## src/rtl/rtds_map.svh

```systemverilog
`ifndef RTDS_MAP_SVH
`define RTDS_MAP_SVH
// ----------------------------------------------------------------------------
// Timing counts
// ----------------------------------------------------------------------------
`define RTDS_CLK_PERIOD_NS 4
`define RTDS_TICK_TIME_NS 100000000
`define RTDS_TICK_CYCLES (`RTDS_TICK_TIME_NS / `RTDS_CLK_PERIOD_NS)
`define RTDS_TENTH_MIN_TICKS 16'd60
// ----------------------------------------------------------------------------
// Field values and thresholds
// ----------------------------------------------------------------------------
`define RTDS_FAN_TEMP_C 8'd40
`define RTDS_FAN_ALWAYS 1'b1
`define RTDS_ACTION_STOP 1'b1
`define RTDS_SRC_FIXED 2'h0
`define RTDS_SRC_AI_ONE 2'h1
`define RTDS_SRC_AI_TWO 2'h2
`define RTDS_AI_SHIFT 12
`endif

```

## src/rtl/rtds_pkg.sv

```systemverilog
package rtds_pkg;
  // ----------------------------------------------------------------------------
  // Drive supervisor states, Gray coded along stop, run, dormant, halt.
  // ----------------------------------------------------------------------------
  typedef enum logic [1:0] {
    RTDS_STOP = 2'h0,
    RTDS_RUN = 2'h1,
    RTDS_DORMANT = 2'h3,
    RTDS_HALT = 2'h2
  } rtds_state_e;
endpackage

```

## src/rtl/rtds_supervisor.sv

```systemverilog
`timescale 1ns/1ps
`include "rtds_map.svh"
// Behaviour
// RQ1: Once the accumulated running time reaches its threshold the running-time-reached output turns on.
// RQ2: After that threshold is reached the drive keeps running when the post-reach action is 0 and stops when it is 1.
// RQ3: In fan mode 0 the fan runs while the drive runs and, while stopped, only when the heatsink is above 40 C; at exactly 40 C the fan keeps its last state.
// RQ4: In fan mode 1 the fan runs all the time from power-on.
// RQ5: While running, a set frequency at or below the sleep frequency for the sleep delay puts the drive dormant.
// RQ6: While dormant with the run command held, a set frequency at or above the wake frequency for the wake delay restarts it.
// RQ7: Sleep and wake are both disabled whenever the sleep and wake frequencies are both zero.
// RQ8: Software should set the wake frequency at or above the sleep frequency and no higher than the maximum frequency.
// RQ9: With the run timer enabled, timing starts at each startup and on expiry the drive stops and the timer-reached output turns on.
// RQ10: The run timer restarts from zero at every startup and its remaining time is shown on a monitor output.
// RQ11: The timer duration comes from the fixed value, analog input one or analog input two, full scale meaning the fixed value.
// RQ12: The fixed timer duration is held in tenths of a minute.
// RQ13: Once the present run has lasted its threshold the present-run-reached output turns on.
// RQ14: With the start guard on, a run command already active at power-on is ignored until it drops and returns.
// RQ15: With the start guard on, a run command active when a fault reset completes is ignored until it drops once.
// RQ16: Software should enable PID operation while stopped when dormancy is used with a PID frequency source.
// RQ17: All time counters and delays advance from one prescaled tick of the system clock.
module rtds_supervisor
  import rtds_pkg::*;
#(
  parameter int TICK_CYCLES = `RTDS_TICK_CYCLES,
  parameter int FW = 16,
  parameter int AW = 12
) (
  input wire logic clk,
  input wire logic resetn,
  input wire logic run_cmd,
  input wire logic fault_reset_done,
  input wire logic [FW-1:0] set_freq,
  input wire logic [7:0] heatsink_temp,
  input wire logic [15:0] accumulated_run_time,
  input wire logic [15:0] run_time_threshold,
  input wire logic post_reach_action,
  input wire logic fan_mode,
  input wire logic [FW-1:0] sleep_freq,
  input wire logic [15:0] sleep_delay,
  input wire logic [FW-1:0] wake_freq,
  input wire logic [15:0] wake_delay,
  input wire logic run_timer_enable,
  input wire logic [1:0] run_timer_source,
  input wire logic [15:0] run_timer_duration,
  input wire logic [AW-1:0] analog_in_one,
  input wire logic [AW-1:0] analog_in_two,
  input wire logic [15:0] present_run_threshold,
  input wire logic start_guard_enable,
  output logic drive_run,
  output logic dormant,
  output logic fan_on,
  output logic run_time_reached,
  output logic present_run_reached,
  output logic timer_reached,
  output logic [15:0] remaining_time_monitor
);

  // ----------------------------------------------------------------------------
  // Declarations
  // ----------------------------------------------------------------------------
  logic run_meta;
  logic run_sync;
  logic [1:0] sync_fill;
  logic guard;
  logic cmd_eff;
  logic [31:0] tick_cnt;
  logic tick;
  logic [15:0] sub_cnt;
  logic [15:0] elapsed;
  logic [15:0] delay_cnt;
  logic [15:0] duration;
  logic timer_done;
  logic halt_cond;
  logic sleep_cond;
  logic wake_cond;
  logic dorm_enable;
  logic delay_done;
  rtds_state_e state;
  rtds_state_e next_state;

  // Scales the fixed duration by an analog fraction; adding one extra unit makes full scale exact.
  function automatic logic [15:0] scale_ai(input logic [15:0] dur, input logic [AW-1:0] ai);
    logic [15+AW+1:0] prod;
    prod = (AW+17)'(dur) * (AW+17)'(ai) + (AW+17)'(dur);
    return prod[15+AW:AW];
  endfunction

  // ----------------------------------------------------------------------------
  // Run command synchroniser and start guard
  // ----------------------------------------------------------------------------
  // The terminal is asynchronous to clk, so only the second stage is looked at.
  // The fill flags mark when the second stage holds a sampled pin level instead of its reset value.
  always_ff @(posedge clk) begin
    if (!resetn) begin
      run_meta <= 1'b0;
      run_sync <= 1'b0;
      sync_fill <= 2'h0;
    end else begin
      run_meta <= run_cmd;
      run_sync <= run_meta;
      sync_fill <= {sync_fill[0], 1'b1};
    end
  end

  // The guard is armed by reset and by a completed fault reset, and drops only with the command.
  // The reset value of the synchroniser is not a dropped command, so the guard waits until it is filled.
  always_ff @(posedge clk) begin
    if (!resetn) begin
      guard <= 1'b1; // RQ14
    end else if (fault_reset_done) begin
      guard <= 1'b1; // RQ15
    end else if (sync_fill[1] && !run_sync) begin
      guard <= 1'b0; // RQ14
    end
  end

  assign cmd_eff = run_sync && !(guard && start_guard_enable); // RQ14 RQ15

  // ----------------------------------------------------------------------------
  // Prescaler: one 0.1 s tick for every timer in the block
  // ----------------------------------------------------------------------------
  always_ff @(posedge clk) begin
    if (!resetn) begin
      tick_cnt <= 32'h0;
      tick <= 1'b0;
    end else if (tick_cnt >= 32'(TICK_CYCLES - 1)) begin
      tick_cnt <= 32'h0; // RQ17
      tick <= 1'b1;
    end else begin
      tick_cnt <= tick_cnt + 32'h1;
      tick <= 1'b0;
    end
  end

  // ----------------------------------------------------------------------------
  // Present-run elapsed time in tenths of a minute
  // ----------------------------------------------------------------------------
  // Dormant time is not counted; a wakeup counts as a fresh startup.
  always_ff @(posedge clk) begin
    if (!resetn) begin
      sub_cnt <= 16'h0;
      elapsed <= 16'h0;
    end else if (state != RTDS_RUN && next_state == RTDS_RUN) begin
      sub_cnt <= 16'h0; // RQ10
      elapsed <= 16'h0; // RQ10
    end else if (state == RTDS_RUN && tick) begin
      if (sub_cnt >= `RTDS_TENTH_MIN_TICKS - 16'h1) begin
        sub_cnt <= 16'h0;
        if (elapsed != 16'hffff) begin
          elapsed <= elapsed + 16'h1; // RQ17
        end
      end else begin
        sub_cnt <= sub_cnt + 16'h1;
      end
    end
  end

  // ----------------------------------------------------------------------------
  // Timer duration source and expiry
  // ----------------------------------------------------------------------------
  // The reserved source code falls back to the fixed duration rather than a zero that would stop at once.
  always_comb begin
    unique case (run_timer_source)
      `RTDS_SRC_AI_ONE: duration = scale_ai(run_timer_duration, analog_in_one); // RQ11
      `RTDS_SRC_AI_TWO: duration = scale_ai(run_timer_duration, analog_in_two); // RQ11
      default: duration = run_timer_duration; // RQ11 RQ12
    endcase
  end

  assign timer_done = run_timer_enable && (elapsed >= duration); // RQ9
  assign halt_cond = timer_done || (run_time_reached && post_reach_action == `RTDS_ACTION_STOP); // RQ2 RQ9

  // ----------------------------------------------------------------------------
  // Sleep and wake qualification
  // ----------------------------------------------------------------------------
  assign dorm_enable = (sleep_freq != '0) || (wake_freq != '0); // RQ7
  assign sleep_cond = dorm_enable && state == RTDS_RUN && set_freq <= sleep_freq; // RQ5
  assign wake_cond = dorm_enable && state == RTDS_DORMANT && set_freq >= wake_freq; // RQ6
  // The first tick after the condition arises ends only a part period, so one tick more than the delay is
  // counted; this keeps the wait at least as long as asked, while a zero delay still acts at once.
  assign delay_done = sleep_cond ? (sleep_delay == 16'h0 || delay_cnt > sleep_delay) :
                                   (wake_delay == 16'h0 || delay_cnt > wake_delay); // RQ5 RQ6

  // One delay counter serves both directions, since only one of them can be pending.
  always_ff @(posedge clk) begin
    if (!resetn) begin
      delay_cnt <= 16'h0;
    end else if (!(sleep_cond || wake_cond) || state != next_state) begin
      delay_cnt <= 16'h0;
    end else if (tick && delay_cnt != 16'hffff) begin
      delay_cnt <= delay_cnt + 16'h1; // RQ5 RQ6
    end
  end

  // ----------------------------------------------------------------------------
  // Run state machine
  // ----------------------------------------------------------------------------
  // Loss of the command wins over every other exit so a stop request is never delayed.
  always_comb begin
    next_state = state;
    unique case (state)
      RTDS_STOP: begin
        if (cmd_eff) begin
          next_state = RTDS_RUN;
        end
      end
      RTDS_RUN: begin
        if (!cmd_eff) begin
          next_state = RTDS_STOP;
        end else if (halt_cond) begin
          next_state = RTDS_HALT; // RQ2 RQ9
        end else if (sleep_cond && delay_done) begin
          next_state = RTDS_DORMANT; // RQ5
        end
      end
      RTDS_DORMANT: begin
        if (!cmd_eff) begin
          next_state = RTDS_STOP;
        end else if (wake_cond && delay_done) begin
          next_state = RTDS_RUN; // RQ6
        end
      end
      RTDS_HALT: begin
        if (!cmd_eff) begin
          next_state = RTDS_STOP;
        end
      end
    endcase
  end

  always_ff @(posedge clk) begin
    if (!resetn) begin
      state <= RTDS_STOP;
      drive_run <= 1'b0;
      dormant <= 1'b0;
    end else begin
      state <= next_state;
      drive_run <= next_state == RTDS_RUN;
      dormant <= next_state == RTDS_DORMANT;
    end
  end

  // ----------------------------------------------------------------------------
  // Output flags and monitor
  // ----------------------------------------------------------------------------
  // The timer flag stands from expiry until the next startup.
  always_ff @(posedge clk) begin
    if (!resetn) begin
      timer_reached <= 1'b0;
    end else if (state == RTDS_RUN && next_state == RTDS_HALT && timer_done) begin
      timer_reached <= 1'b1; // RQ9
    end else if (state != RTDS_RUN && next_state == RTDS_RUN) begin
      timer_reached <= 1'b0;
    end
  end

  always_ff @(posedge clk) begin
    if (!resetn) begin
      run_time_reached <= 1'b0;
      present_run_reached <= 1'b0;
      remaining_time_monitor <= 16'h0;
    end else begin
      run_time_reached <= accumulated_run_time >= run_time_threshold; // RQ1
      present_run_reached <= state == RTDS_RUN && elapsed >= present_run_threshold; // RQ13
      remaining_time_monitor <= (elapsed >= duration) ? 16'h0 : duration - elapsed; // RQ10
    end
  end

  // At exactly 40 C the fan keeps its last state, which avoids chatter on a noisy sensor.
  always_ff @(posedge clk) begin
    if (!resetn) begin
      fan_on <= 1'b0;
    end else if (fan_mode == `RTDS_FAN_ALWAYS) begin
      fan_on <= 1'b1; // RQ4
    end else if (next_state == RTDS_RUN || heatsink_temp > `RTDS_FAN_TEMP_C) begin
      fan_on <= 1'b1; // RQ3
    end else if (heatsink_temp < `RTDS_FAN_TEMP_C) begin
      fan_on <= 1'b0; // RQ3
    end
  end

  // ----------------------------------------------------------------------------
  // Assertions
  // ----------------------------------------------------------------------------
  property p_run_time_flag;
    @(posedge clk) disable iff (!resetn)
    (accumulated_run_time >= run_time_threshold) |=> run_time_reached;
  endproperty
  a_run_time_flag: assert property (p_run_time_flag) else $error("run time flag missing"); // RQ1

  property p_post_reach_stop;
    @(posedge clk) disable iff (!resetn)
    (state == RTDS_RUN && run_time_reached && post_reach_action && cmd_eff) |=> !drive_run ##1 !drive_run;
  endproperty
  a_post_reach_stop: assert property (p_post_reach_stop) else $error("drive not stopped"); // RQ2

  property p_fan_run;
    @(posedge clk) disable iff (!resetn)
    (fan_mode == 1'b0 && drive_run) |-> fan_on;
  endproperty
  a_fan_run: assert property (p_fan_run) else $error("fan off while running"); // RQ3

  property p_fan_always;
    @(posedge clk) disable iff (!resetn)
    fan_mode[*2] |-> fan_on;
  endproperty
  a_fan_always: assert property (p_fan_always) else $error("fan off in mode one"); // RQ4

  property p_no_dormant;
    @(posedge clk) disable iff (!resetn)
    (sleep_freq == '0 && wake_freq == '0 && state == RTDS_RUN) |=> !dormant;
  endproperty
  a_no_dormant: assert property (p_no_dormant) else $error("dormant while disabled"); // RQ7

  property p_guard_hold;
    @(posedge clk) disable iff (!resetn)
    (guard && start_guard_enable && state == RTDS_STOP && !fault_reset_done) |=> !drive_run;
  endproperty
  a_guard_hold: assert property (p_guard_hold) else $error("guarded command started drive"); // RQ14

  property p_fault_guard;
    @(posedge clk) disable iff (!resetn)
    fault_reset_done |=> guard;
  endproperty
  a_fault_guard: assert property (p_fault_guard) else $error("guard not armed"); // RQ15

  property p_timer_stop;
    @(posedge clk) disable iff (!resetn)
    (state == RTDS_RUN && timer_done && cmd_eff) |=> (timer_reached && !drive_run);
  endproperty
  a_timer_stop: assert property (p_timer_stop) else $error("timer expiry ignored"); // RQ9

  property p_timer_restart;
    @(posedge clk) disable iff (!resetn)
    $rose(drive_run) |-> (elapsed == 16'h0 && !timer_reached);
  endproperty
  a_timer_restart: assert property (p_timer_restart) else $error("timer not restarted"); // RQ10

endmodule // rtds_supervisor

```

## config.mk

```make
export PLATFORM = sky130hd
export DESIGN_NAME = rtds_supervisor
export DESIGN_NICKNAME = d
export VERILOG_FILES = /design/src/rtl/rtds_pkg.sv /design/src/rtl/rtds_supervisor.sv
export VERILOG_INCLUDE_DIRS = /design/src /design/src/rtl
export SDC_FILE = /design/constraint.sdc
export NUM_CORES = 1
export LEC_CHECK = 0
export BUFFER_PORTS_ARGS = -buffer_cell sky130_fd_sc_hd__buf_4
export CORE_ASPECT_RATIO = 1.1
export CORE_MARGIN = 2
export CORE_UTILIZATION = 62
export CTS_CLUSTER_SIZE = 30
export DETAILED_ROUTE_END_ITERATION = 8
export GPL_TIMING_DRIVEN = 0
export PLACE_DENSITY = 0.83
export SLEW_MARGIN = 20
export SYNTH_ARGS = -nofsm -noshare
export SYNTH_HDL_FRONTEND = slang
export SYNTH_SLANG_ARGS = --single-unit
```

## constraint.sdc

```tcl
create_clock -name clk -period 11.6 [get_ports clk]
set_input_delay 2.9 -clock clk [delete_from_list [all_inputs] [get_ports clk]]
set_output_delay 2.9 -clock clk [all_outputs]
set_load 0.02 [all_outputs]
```

==> results of run 1 <==
==> flip-flops by register name (all words and copies together) (netlist names), 2 cells and up <==
register,cells
state,2
remaining_time_monitor,16
tick_cnt,32
elapsed,16
sync_fill,2
delay_cnt,16
sub_cnt,16
==> power by group through the flow <==
stage	clock network, mW	logic, mW	registers, mW
after detailed placement	0	3.95	0.416
after floorplan	0	2.89	0.438
after global routing	0.321	4.51	0.409
after global placement	0	3.84	0.416
after CTS	0.306	3.98	0.407
final	0.302	4.04	0.407
==> per-layer routing <==
| layer | GRT usage (%) | vias to the layer above |
|---|---|---|
| met4 | 15.9 | 0 |
| met3 | 5.00 | 165 |
| met1 | 39.4 | 8561 |
| met5 | 0 | - |
| li1 | - | 8049 |
| met2 | 56.5 | 680 |
==> Yosys cell counts (9+ instances only) <==
master and instances:
xnor2_1 54, nor3b_1 17, and3_1 26, nor2_1 116, nand4_1 27, a221oi_1 10, xor2_1 39, clkbuf_1 71
dfxtp_1 110, nor2b_1 13, o21a_1 14, o21ai_0 45, fa_1 309, nand2_1 302, ha_1 256, inv_1 524
nand3_1 35, a21oi_1 80, nor3_1 16, a21o_1 42, and2_1 172, nand2b_1 9, a31oi_1 10, nor4_1 25
==> timing repair <==
| action | 4_1_cts | 5_1_grt |
|---|---|---|
| gates resized for setup | 2 | 49 |
| gates cloned | 0 | 0 |
| setup endpoints to repair | 47 | 66 |
==> layout make-up <==
class	instances	share of cell area [%]
Clock inverter	7	0.281
Tap cell	426	2.35
Sequential cell	110	9.69
Clock buffer	9	0.991
Multi-Input combinational cell	1717	69.9
Timing Repair Buffer	205	6.77
Buffer	73	1.39
Inverter	524	8.66
Antenna cell	1	0.0110
==> worst reg2reg max path, stage by stage (launching register included) <==
cell and delay, ns:
dfxtp_1 0.43, ha_1 0.21, inv_1 0.06, fa_1 0.40, a21o_1 0.19, a21oi_1 0.28, o221ai_2 0.21, a31oi_2 0.35
a2bb2oi_1 0.32, a32o_1 0.24, or4_1 0.15, buf_2 0.19, buf_6 0.16, nor2_1 0.05
==> stage by stage <==
step | area, um2 | setup TNS (ns)
4_1_cts | 22700 | 0
5_1_grt | 22700 | 0
3_5_place_dp | 22400 | -24.20
3_3_place_gp | 22400 | -21.44
2_1_floorplan | 20300 | 0
6_report | 22700 | 0
==> worst paths after layout <==
check | to | start | cells past startpoint | slack (ns)
max | delay_cnt[11] | run_timer_duration[7] | 32 | 0.51
min | sync_fill[1] | sync_fill[0] | 1 | 0.45
max reg2reg | delay_cnt[11] | elapsed[0] | 13 | 8.25
min reg2reg | sync_fill[1] | sync_fill[0] | 1 | 0.45
==> logic make-up (layout without fill, tap and decap cells) <==
family	count (synthesis)	in the layout	share of synthesized area [%]
AOI/OAI and AO/OA	270	270	8.73
DFF	110	110	10.9
buffers and inverters	601	818	11.2
other	1	8	0.0185
and+or+nand+nor	781	781	18.9
adders and majority gates	565	565	46.3
xor gates and xnor gates	93	93	4.01
muxes	1	1	0.0493
==> PnR_summary.wiki, run 1 <==
{| class="wikitable"
! Metric !! Value
|-
| Final weighted congestion of routability-driven global placement || 0.982
|-
| Maximum achievable frequency || 90.2 MHz
|-
| NetSw || 2.56 mW
|-
| Top cell type by total area after synthesis || fa_1
|-
| Global router's overall resource usage || 32.6%
|-
| Final Worst Setup Slack || 0.509 ns
|-
| Met2 WL || 26.9 mm
|-
| Area share of the largest cell type after synthesis || 30.5%
|-
| Port buffer count || 205
|-
| Total of fill cells in the finished design || 2,557
|-
| Final period util || 95.6%
|-
| Sequential group share of total power || 8.6%
|-
| Sum of met3 wire segment lengths after detailed routing || 3.97 mm
|-
| Type of element capturing the critical path || flop
|-
| Switching Fraction || 53.8%
|-
| Core outline area || 0.0323 mm2
|-
| Die Span Y || 194 um
|-
| Antenna violations before repair || 1
|-
| Unique masters post-synth || 61
|-
| Overflow left after global routing || 0
|-
| VDD IR max || 0.294 mV
|-
| RSZ-0062 raised after global routing || false
|-
| Average size of a mapped cell || 8.38 um2
|-
| Pin count of the biggest net entering global routing || 21
|-
| Number of setup buffers added after CTS || 0
|-
| Max-slew violations || 0
|-
| Horizontal extent of the die || 176 um
|-
| Residual DRC || 0
|-
| Register area || 0.00220 mm2
|-
| Routed via count divided by cell count || 5.68
|-
| Worst slack, placed || -0.513 ns
|-
| Internal Dissipation || 2.19 mW
|-
| Power density over the cells || 209 mW/mm2
|-
| Primary FF master, synth || dfxtp_1
|-
| First-pass GRT wire length || 88.4 mm
|-
| Post-CTS Hold Buffers || 0
|-
| Antenna-violating nets left || 0
|-
| Number of cells in the design after placement || 3,059
|-
| Dominant cell type by count on the critical path || fa_1
|-
| Total half-perimeter wirelength after legalization and detailed placement || 45.8 mm
|-
| Final hold vios || 0
|-
| Total power draw || 4.75 mW
|-
| Leading cell type in the layout, fill and taps excluded || inv_1
|-
| Row count || 69
|-
| Area of the multi-input gates || 0.0159 mm2
|-
| YS warnings || 0
|-
| Share of total power in the clock network || 6.4%
|-
| Hold WS || 0.446 ns
|-
| Clock-pin slew on the worst setup and hold paths || 0.08 ns
|-
| Critical path launch point type || input pin
|-
| Count of pins on the block boundary || 208
|-
| Cells taking the most area after synthesis || fa_1 (30%), ha_1 (16%), dfxtp_1 (11%)
|-
| Final wirelength || 54.1 mm
|-
| Number of synthesized register bits || 110
|-
| Clk Latency, worst-skew pair || 0.36 ns
|-
| Die ar. || 0.0342 mm2
|-
| Commonest cells after routing, fill and taps aside || inv_1 (524), fa_1 (309), nand2_1 (302), ha_1 (256), buf_4 (205)
|-
| Max Fanout on Critical Path || 10
|-
| Classification of the worst setup path || in2reg
|-
| Routed WL per cell || 17.6 um
|-
| Final Critical Period || 11.09 ns
|-
| Number of design-rule violations left by the first detailed-router iteration || 1,043
|-
| Clock tree from TritonCTS || done
|-
| Count of vias placed by the detailed router || 17,500
|-
| Clock buffer depth || 2
|-
| Reported leakage power || 11.8 nW
|-
| Pin slew with the least headroom to its limit || 1.02 ns
|-
| Proportion of register bits with asynchronous set or reset after synthesis || 0%
|-
| Critical Path RT || 11.85 ns
|-
| Slowest CP cell || fa_1
|-
| Relative slew margins || 31.2%
|-
| Final standard cell count with taps included and fillers excluded || 3,072
|-
| Number of detailed-routing iterations run before antenna repair || 6
|-
| Crit-path leading delay family || adder cells
|-
| CP bufs+invs || 7
|-
| Level count of the clock H-tree || 3
|-
| Area overhead of the layout relative to synthesis || 11.9%
|-
| Combinational Power Share || 85.1%
|-
| Met1 routed wirelength after detailed routing || 20.4 mm
|-
| CTS root buf || clkbuf_16
|-
| Synthesized area || 0.0203 mm2
|-
| Clock sinks || 110
|-
| Status || completed
|-
| Gate count after technology mapping || 2,422
|-
| Setup violation total in the final timing report || 0
|-
| Share of post-route cells with drive strength above 1 || 9.79%
|-
| Total clock buffers created by CTS || 9
|-
| Arrival @ worst endpoint || 11.34 ns
|-
| Worst clock skew || 0.0139 ns
|-
| Vias in the first global route || 18,300
|-
| Number of nets in the final layout || 3,391
|-
| Number of max-cap violations || 0
|-
| Starting density of the core || 62.8%
|-
| Crit-path max cell delay || 0.55 ns
|-
| Top routing layer used || met4
|-
| Share of the core filled with cells in the final layout || 70.4%
|-
| Worst hold path type || reg2reg
|-
| Sequential share of the synthesized area || 10.9%
|-
| EDFF count, synth || 0
|}
(Power assumes the default switching activity.)
==> inputs of run 2 (changes only) <==
CORE_UTILIZATION = 63   (was 62)
CTS_BUF_LIST = sky130_fd_sc_hd__clkbuf_2 sky130_fd_sc_hd__clkbuf_4 sky130_fd_sc_hd__clkbuf_8   (was default)
PLACE_DENSITY = 0.84   (was 0.83)
==> PnR_summary.wiki, run 2 (synthesized netlist as in run 1, its figures left out) <==
{| class="wikitable"
! Metric !! Value
|-
| Status || completed
|-
| Worst clock skew || 0.0231 ns
|-
| Antenna-violating nets left || 0
|-
| Arrival @ worst endpoint || 11.61 ns
|-
| Clock sinks || 110
|-
| Slowest CP cell || fa_1
|-
| Pin slew with the least headroom to its limit || 0.886 ns
|-
| Final weighted congestion of routability-driven global placement || 0.965
|-
| Total half-perimeter wirelength after legalization and detailed placement || 45.6 mm
|-
| Antenna violations before repair || 2
|-
| Critical path launch point type || input pin
|-
| Reported leakage power || 11.7 nW
|-
| Total power draw || 4.68 mW
|-
| Clock-pin slew on the worst setup and hold paths || 0.11 ns
|-
| Number of max-cap violations || 0
|-
| Count of pins on the block boundary || 208
|-
| VDD IR max || 0.286 mV
|-
| Overflow left after global routing || 0
|-
| Area overhead of the layout relative to synthesis || 11.4%
|-
| Count of vias placed by the detailed router || 17,500
|-
| Max-slew violations || 0
|-
| Clock buffer depth || 2
|-
| Dominant cell type by count on the critical path || fa_1
|-
| Routed WL per cell || 17.5 um
|-
| Routed via count divided by cell count || 5.71
|-
| Final wirelength || 53.7 mm
|-
| Commonest cells after routing, fill and taps aside || inv_1 (524), fa_1 (309), nand2_1 (302), ha_1 (256), buf_4 (205)
|-
| Pin count of the biggest net entering global routing || 22
|-
| Share of post-route cells with drive strength above 1 || 9.60%
|-
| Critical Path RT || 11.89 ns
|-
| Type of element capturing the critical path || flop
|-
| CTS root buf || clkbuf_8
|-
| Worst hold path type || reg2reg
|-
| First-pass GRT wire length || 88.2 mm
|-
| Final Worst Setup Slack || 0.281 ns
|-
| Clock tree from TritonCTS || done
|-
| Max Fanout on Critical Path || 10
|-
| Die ar. || 0.0337 mm2
|-
| Leading cell type in the layout, fill and taps excluded || inv_1
|-
| Classification of the worst setup path || in2reg
|-
| Level count of the clock H-tree || 3
|-
| Global router's overall resource usage || 33.2%
|-
| CP bufs+invs || 7
|-
| Crit-path leading delay family || adder cells
|-
| Final Critical Period || 11.32 ns
|-
| Starting density of the core || 64.3%
|-
| RSZ-0062 raised after global routing || false
|-
| Vias in the first global route || 18,600
|-
| Die Span Y || 192 um
|-
| Final period util || 97.6%
|-
| Hold WS || 0.447 ns
|-
| Largest register FFs || 32
|-
| Number of nets in the final layout || 3,392
|-
| Number of cells in the design after placement || 3,053
|-
| Row count || 68
|-
| Final hold vios || 0
|-
| Number of detailed-routing iterations run before antenna repair || 5
|-
| Relative slew margins || 40.2%
|-
| Number of design-rule violations left by the first detailed-router iteration || 1,126
|-
| Number of setup buffers added after CTS || 0
|-
| Worst slack, placed || -0.562 ns
|-
| Horizontal extent of the die || 175 um
|-
| Setup violation total in the final timing report || 0
|-
| Residual DRC || 0
|-
| Core outline area || 0.0316 mm2
|-
| Power density over the cells || 207 mW/mm2
|-
| Final standard cell count with taps included and fillers excluded || 3,068
|-
| Total clock buffers created by CTS || 9
|-
| Port buffer count || 205
|-
| Top reg by flops || tick_cnt
|-
| Clk Latency, worst-skew pair || 0.40 ns
|-
| Share of the core filled with cells in the final layout || 71.6%
|-
| Crit-path max cell delay || 0.55 ns
|-
| Maximum achievable frequency || 88.3 MHz
|}
run 2: cell types whose count changed in the layout (fill, tap and decap cells not counted), moves of 2 or more:
| cell | change |
|---|---|
| clkbuf_1 | +4 |
| clkbuf_16 | -9 |
| clkbuf_2 | -3 |
| clkbuf_8 | +9 |
| clkinv_2 | -2 |
| clkinv_4 | +2 |
run 2: layout make-up:
type	instances	area, um2
Buffer	74	317
Clock inverter	7	78.8
Timing Repair Buffer	205	1540
Sequential cell	110	2200
Multi-Input combinational cell	1717	15900
Fill cell	2410	8950
Antenna cell	2	5.00
Inverter	524	1970
Tap cell	420	526
Clock buffer	9	124
run 2: where the power goes:
part           internal (mW)  switching (mW)
logic                   1.64            2.39
clock network         0.0853           0.153
registers              0.401         0.00689
run 2: final timing paths:
path	cells past startpoint	slack [ns]	end	start
worst max-delay path	33	0.28	delay_cnt[7]	run_timer_duration[10]
worst min-delay path	1	0.45	sync_fill[1]	sync_fill[0]
worst max register to register	14	8.07	delay_cnt[7]	elapsed[0]
worst min register to register	1	0.45	sync_fill[1]	sync_fill[0]
run 2: metrics by stage:
| step | TNS (ns) | cell area, um2 |
|---|---|---|
| finish | 0 | 22600 |
| detailed placement | -28.71 | 22400 |
| floorplan | 0 | 20300 |
| global route | 0 | 22600 |
| global placement | -17.73 | 22400 |
| CTS | 0 | 22600 |
run 2: repair_timing:
action / CTS / global route
hold buffers: 0 / 0
endpoints found under the hold margin: 0 / 0
endpoints found under the setup margin: 56 / 65
pin swaps: 0 / 0
gates resized for setup: 2 / 41
run 2: metal layers:
metal,wire length [um],vias up,GRT usage (%)
li1,-,8047,-
met2,26500,751,57.9
met1,20100,8518,39.7
met3,4240,193,5.27
met5,53,-,0
met4,2810,2,17.0
==> inputs of run 3 (changes only) <==
==> constraint.sdc (replaced) <==
create_clock -name clk -period 11.6 [get_ports clk]
set_input_delay 0.58 -clock clk [delete_from_list [all_inputs] [get_ports clk]]
set_output_delay 0.58 -clock clk [all_outputs]
set_load 0.02 [all_outputs]
==> PnR_summary.wiki, run 3 (synthesized netlist as in run 1, its figures left out) <==
{| class="wikitable"
! Metric !! Value
|-
| Routed WL per cell || 17.5 um
|-
| Antenna violations before repair || 2
|-
| Port buffer count || 205
|-
| Clock sinks || 110
|-
| Number of setup buffers added after CTS || 0
|-
| Clock-pin slew on the worst setup and hold paths || 0.11 ns
|-
| Share of the core filled with cells in the final layout || 71.6%
|-
| Final Worst Setup Slack || 1.83 ns
|-
| Horizontal extent of the die || 175 um
|-
| Slowest CP cell || clkbuf_1
|-
| Worst slack, placed || 1.76 ns
|-
| Total cell area at the placement stage || 0.0224 mm2
|-
| Classification of the worst setup path || in2reg
|-
| Die ar. || 0.0337 mm2
|-
| RSZ-0062 raised after global routing || false
|-
| Row count || 68
|-
| Switching Fraction || 54.4%
|-
| Routed via count divided by cell count || 5.70
|-
| Clock buffer depth || 2
|-
| Global router's overall resource usage || 33.2%
|-
| Area of all placed cells without fillers || 0.0226 mm2
|-
| Overflow left after global routing || 0
|-
| Power density over the cells || 206 mW/mm2
|-
| Level count of the clock H-tree || 3
|-
| Post-CTS Hold Buffers || 0
|-
| Clock tree from TritonCTS || done
|-
| Area overhead of the layout relative to synthesis || 11.3%
|-
| Setup_tns || 0 ns
|-
| Number of max-cap violations || 0
|-
| CP bufs+invs || 7
|-
| Share of total power in the clock network || 5.1%
|-
| Internal Dissipation || 2.12 mW
|-
| Final wirelength || 53.9 mm
|-
| Total of fill cells in the finished design || 2,406
|-
| Combinational Power Share || 86.1%
|-
| Crit-path max cell delay || 0.65 ns
|-
| Pin count of the biggest net entering global routing || 22
|-
| Status || completed
|-
| NetSw || 2.53 mW
|-
| Total clock buffers created by CTS || 9
|-
| Count of vias placed by the detailed router || 17,500
|-
| Setup violation total in the final timing report || 0
|-
| First-pass GRT wire length || 88.2 mm
|-
| Dominant cell type by count on the critical path || fa_1
|-
| Top reg by flops || tick_cnt
|-
| Commonest cells after routing, fill and taps aside || inv_1 (524), fa_1 (309), nand2_1 (302), ha_1 (256), buf_4 (205)
|-
| Critical path launch point type || input pin
|-
| Starting density of the core || 64.3%
|-
| Type of element capturing the critical path || flop
|-
| Number of design-rule violations left by the first detailed-router iteration || 1,098
|-
| Number of detailed-routing iterations run before antenna repair || 5
|-
| Worst setup endpoint || delay_cnt[7]
|-
| Worst hold path type || in2reg
|-
| Pin slew with the least headroom to its limit || 0.886 ns
|-
| VDD IR max || 0.283 mV
|-
| Vias in the first global route || 18,600
|-
| Clk Latency, worst-skew pair || 0.40 ns
|-
| Number of cells upsized or downsized after cts || 0
|-
| Final Critical Period || 9.77 ns
|-
| Register-to-Register Setup Slack || 8.13 ns
|-
| Final weighted congestion of routability-driven global placement || 0.965
|-
| Total half-perimeter wirelength after legalization and detailed placement || 45.6 mm
|-
| Critical Path RT || 11.89 ns
|-
| Die Span Y || 192 um
|-
| Number of cells on the critical path || 33
|-
| Antenna-violating nets left || 0
|-
| R2r endpoint || delay_cnt[7]
|-
| Max Fanout on Critical Path || 10
|-
| Leading cell type in the layout, fill and taps excluded || inv_1
|-
| Relative slew margins || 40.2%
|-
| Worst clock skew || 0.0241 ns
|-
| Largest register FFs || 32
|-
| Arrival @ worst endpoint || 10.05 ns
|-
| Core outline area || 0.0316 mm2
|-
| CTS root buf || clkbuf_8
|-
| Number of cells on the worst reg-to-reg path || 14
|-
| Launching element of the worst setup path || run_timer_duration[10]
|-
| Final period util || 84.2%
|-
| Number of nets in the final layout || 3,395
|-
| Count of pins on the block boundary || 208
|-
| Crit-path leading delay family || adder cells
|-
| Residual DRC || 0
|-
| Maximum achievable frequency || 102 MHz
|-
| Sequential group share of total power || 8.8%
|-
| Share of post-route cells with drive strength above 1 || 8.72%
|-
| Number of stages on the worst hold path || 1
|-
| Reported leakage power || 11.7 nW
|-
| Final hold vios || 0
|-
| Max-slew violations || 0
|-
| Reg-to-reg startpoint || elapsed[0]
|}
-- run 3: cell types whose count changed in the layout (fill, tap and decap cells not counted) --
| cell | before | now |
|---|---|---|
| a2111oi_0 | 5 | 6 |
| diode_2 | 2 | 4 |
| clkbuf_2 | 21 | 0 |
| a2111oi_2 | 1 | 0 |
| nor3b_1 | 16 | 17 |
| nor3b_2 | 1 | 0 |
| clkbuf_1 | 47 | 71 |
-- run 3: layout make-up --
class,instances,area (um2),share of cell area [%]
flip-flops and latches,110,2200,9.75
inverters,524,1970,8.71
clock inverters,7,78.8,0.349
multi-input cells,1717,15800,70.1
repair buffers,205,1540,6.81
diodes,4,10.0,0.0443
clock buffers,9,124,0.548
well taps,420,526,2.33
plain buffers,77,302,1.33
-- run 3: power by group through the flow --
stage	clock (mW)	combinational, mW	sequential (mW)
2_1_floorplan	0	2.89	0.438
3_3_place_gp	0	3.81	0.416
3_5_place_dp	0	3.94	0.416
4_1_cts	0.241	3.98	0.408
5_1_grt	0.257	4.49	0.409
6_report	0.238	4.01	0.408
-- run 3: how the worst min path moves through the flow --
stage	startpoint	end	slack, ns
after floorplan	run_meta	run_sync	0.41
after global placement	sync_fill[0]	sync_fill[1]	0.42
after detailed placement	sync_fill[0]	sync_fill[1]	0.43
after CTS	resetn	sync_fill[0]	0.29
after global routing	resetn	sync_fill[0]	0.27
final	resetn	sync_fill[0]	0.30
-- run 3: through the flow --
stage | hold slack, ns | total power, mW | std cells
after detailed placement | 0.426 | 4.36 | 3053
after CTS | 0.287 | 4.63 | 3069
after global routing | 0.273 | 5.16 | 3069
final | 0.298 | 4.66 | 3073
after global placement | 0.418 | 4.23 | 3053
after floorplan | 0.412 | 3.33 | 2428
-- run 3: worst reg2reg max path, stage by stage (launching register included) --
cell	delay (ns)
dfxtp_1	0.43
ha_1	0.20
inv_1	0.06
fa_1	0.40
a21o_1	0.20
a21oi_1	0.25
o221ai_1	0.26
a31oi_1	0.49
a2bb2oi_1	0.33
a21boi_0	0.16
nand2_1	0.10
or4_1	0.10
buf_2	0.18
buf_6	0.16
nor2_1	0.06
-- run 3: routing by layer --
layer / routed length (um) / part of all wire (%) / track usage, %
met3: 4410 / 8.2 / 5.27
met1: 20200 / 37 / 39.7
met2: 26400 / 49 / 57.9
met5: 0 / 0 / 0
met4: 2840 / 5.3 / 17.0
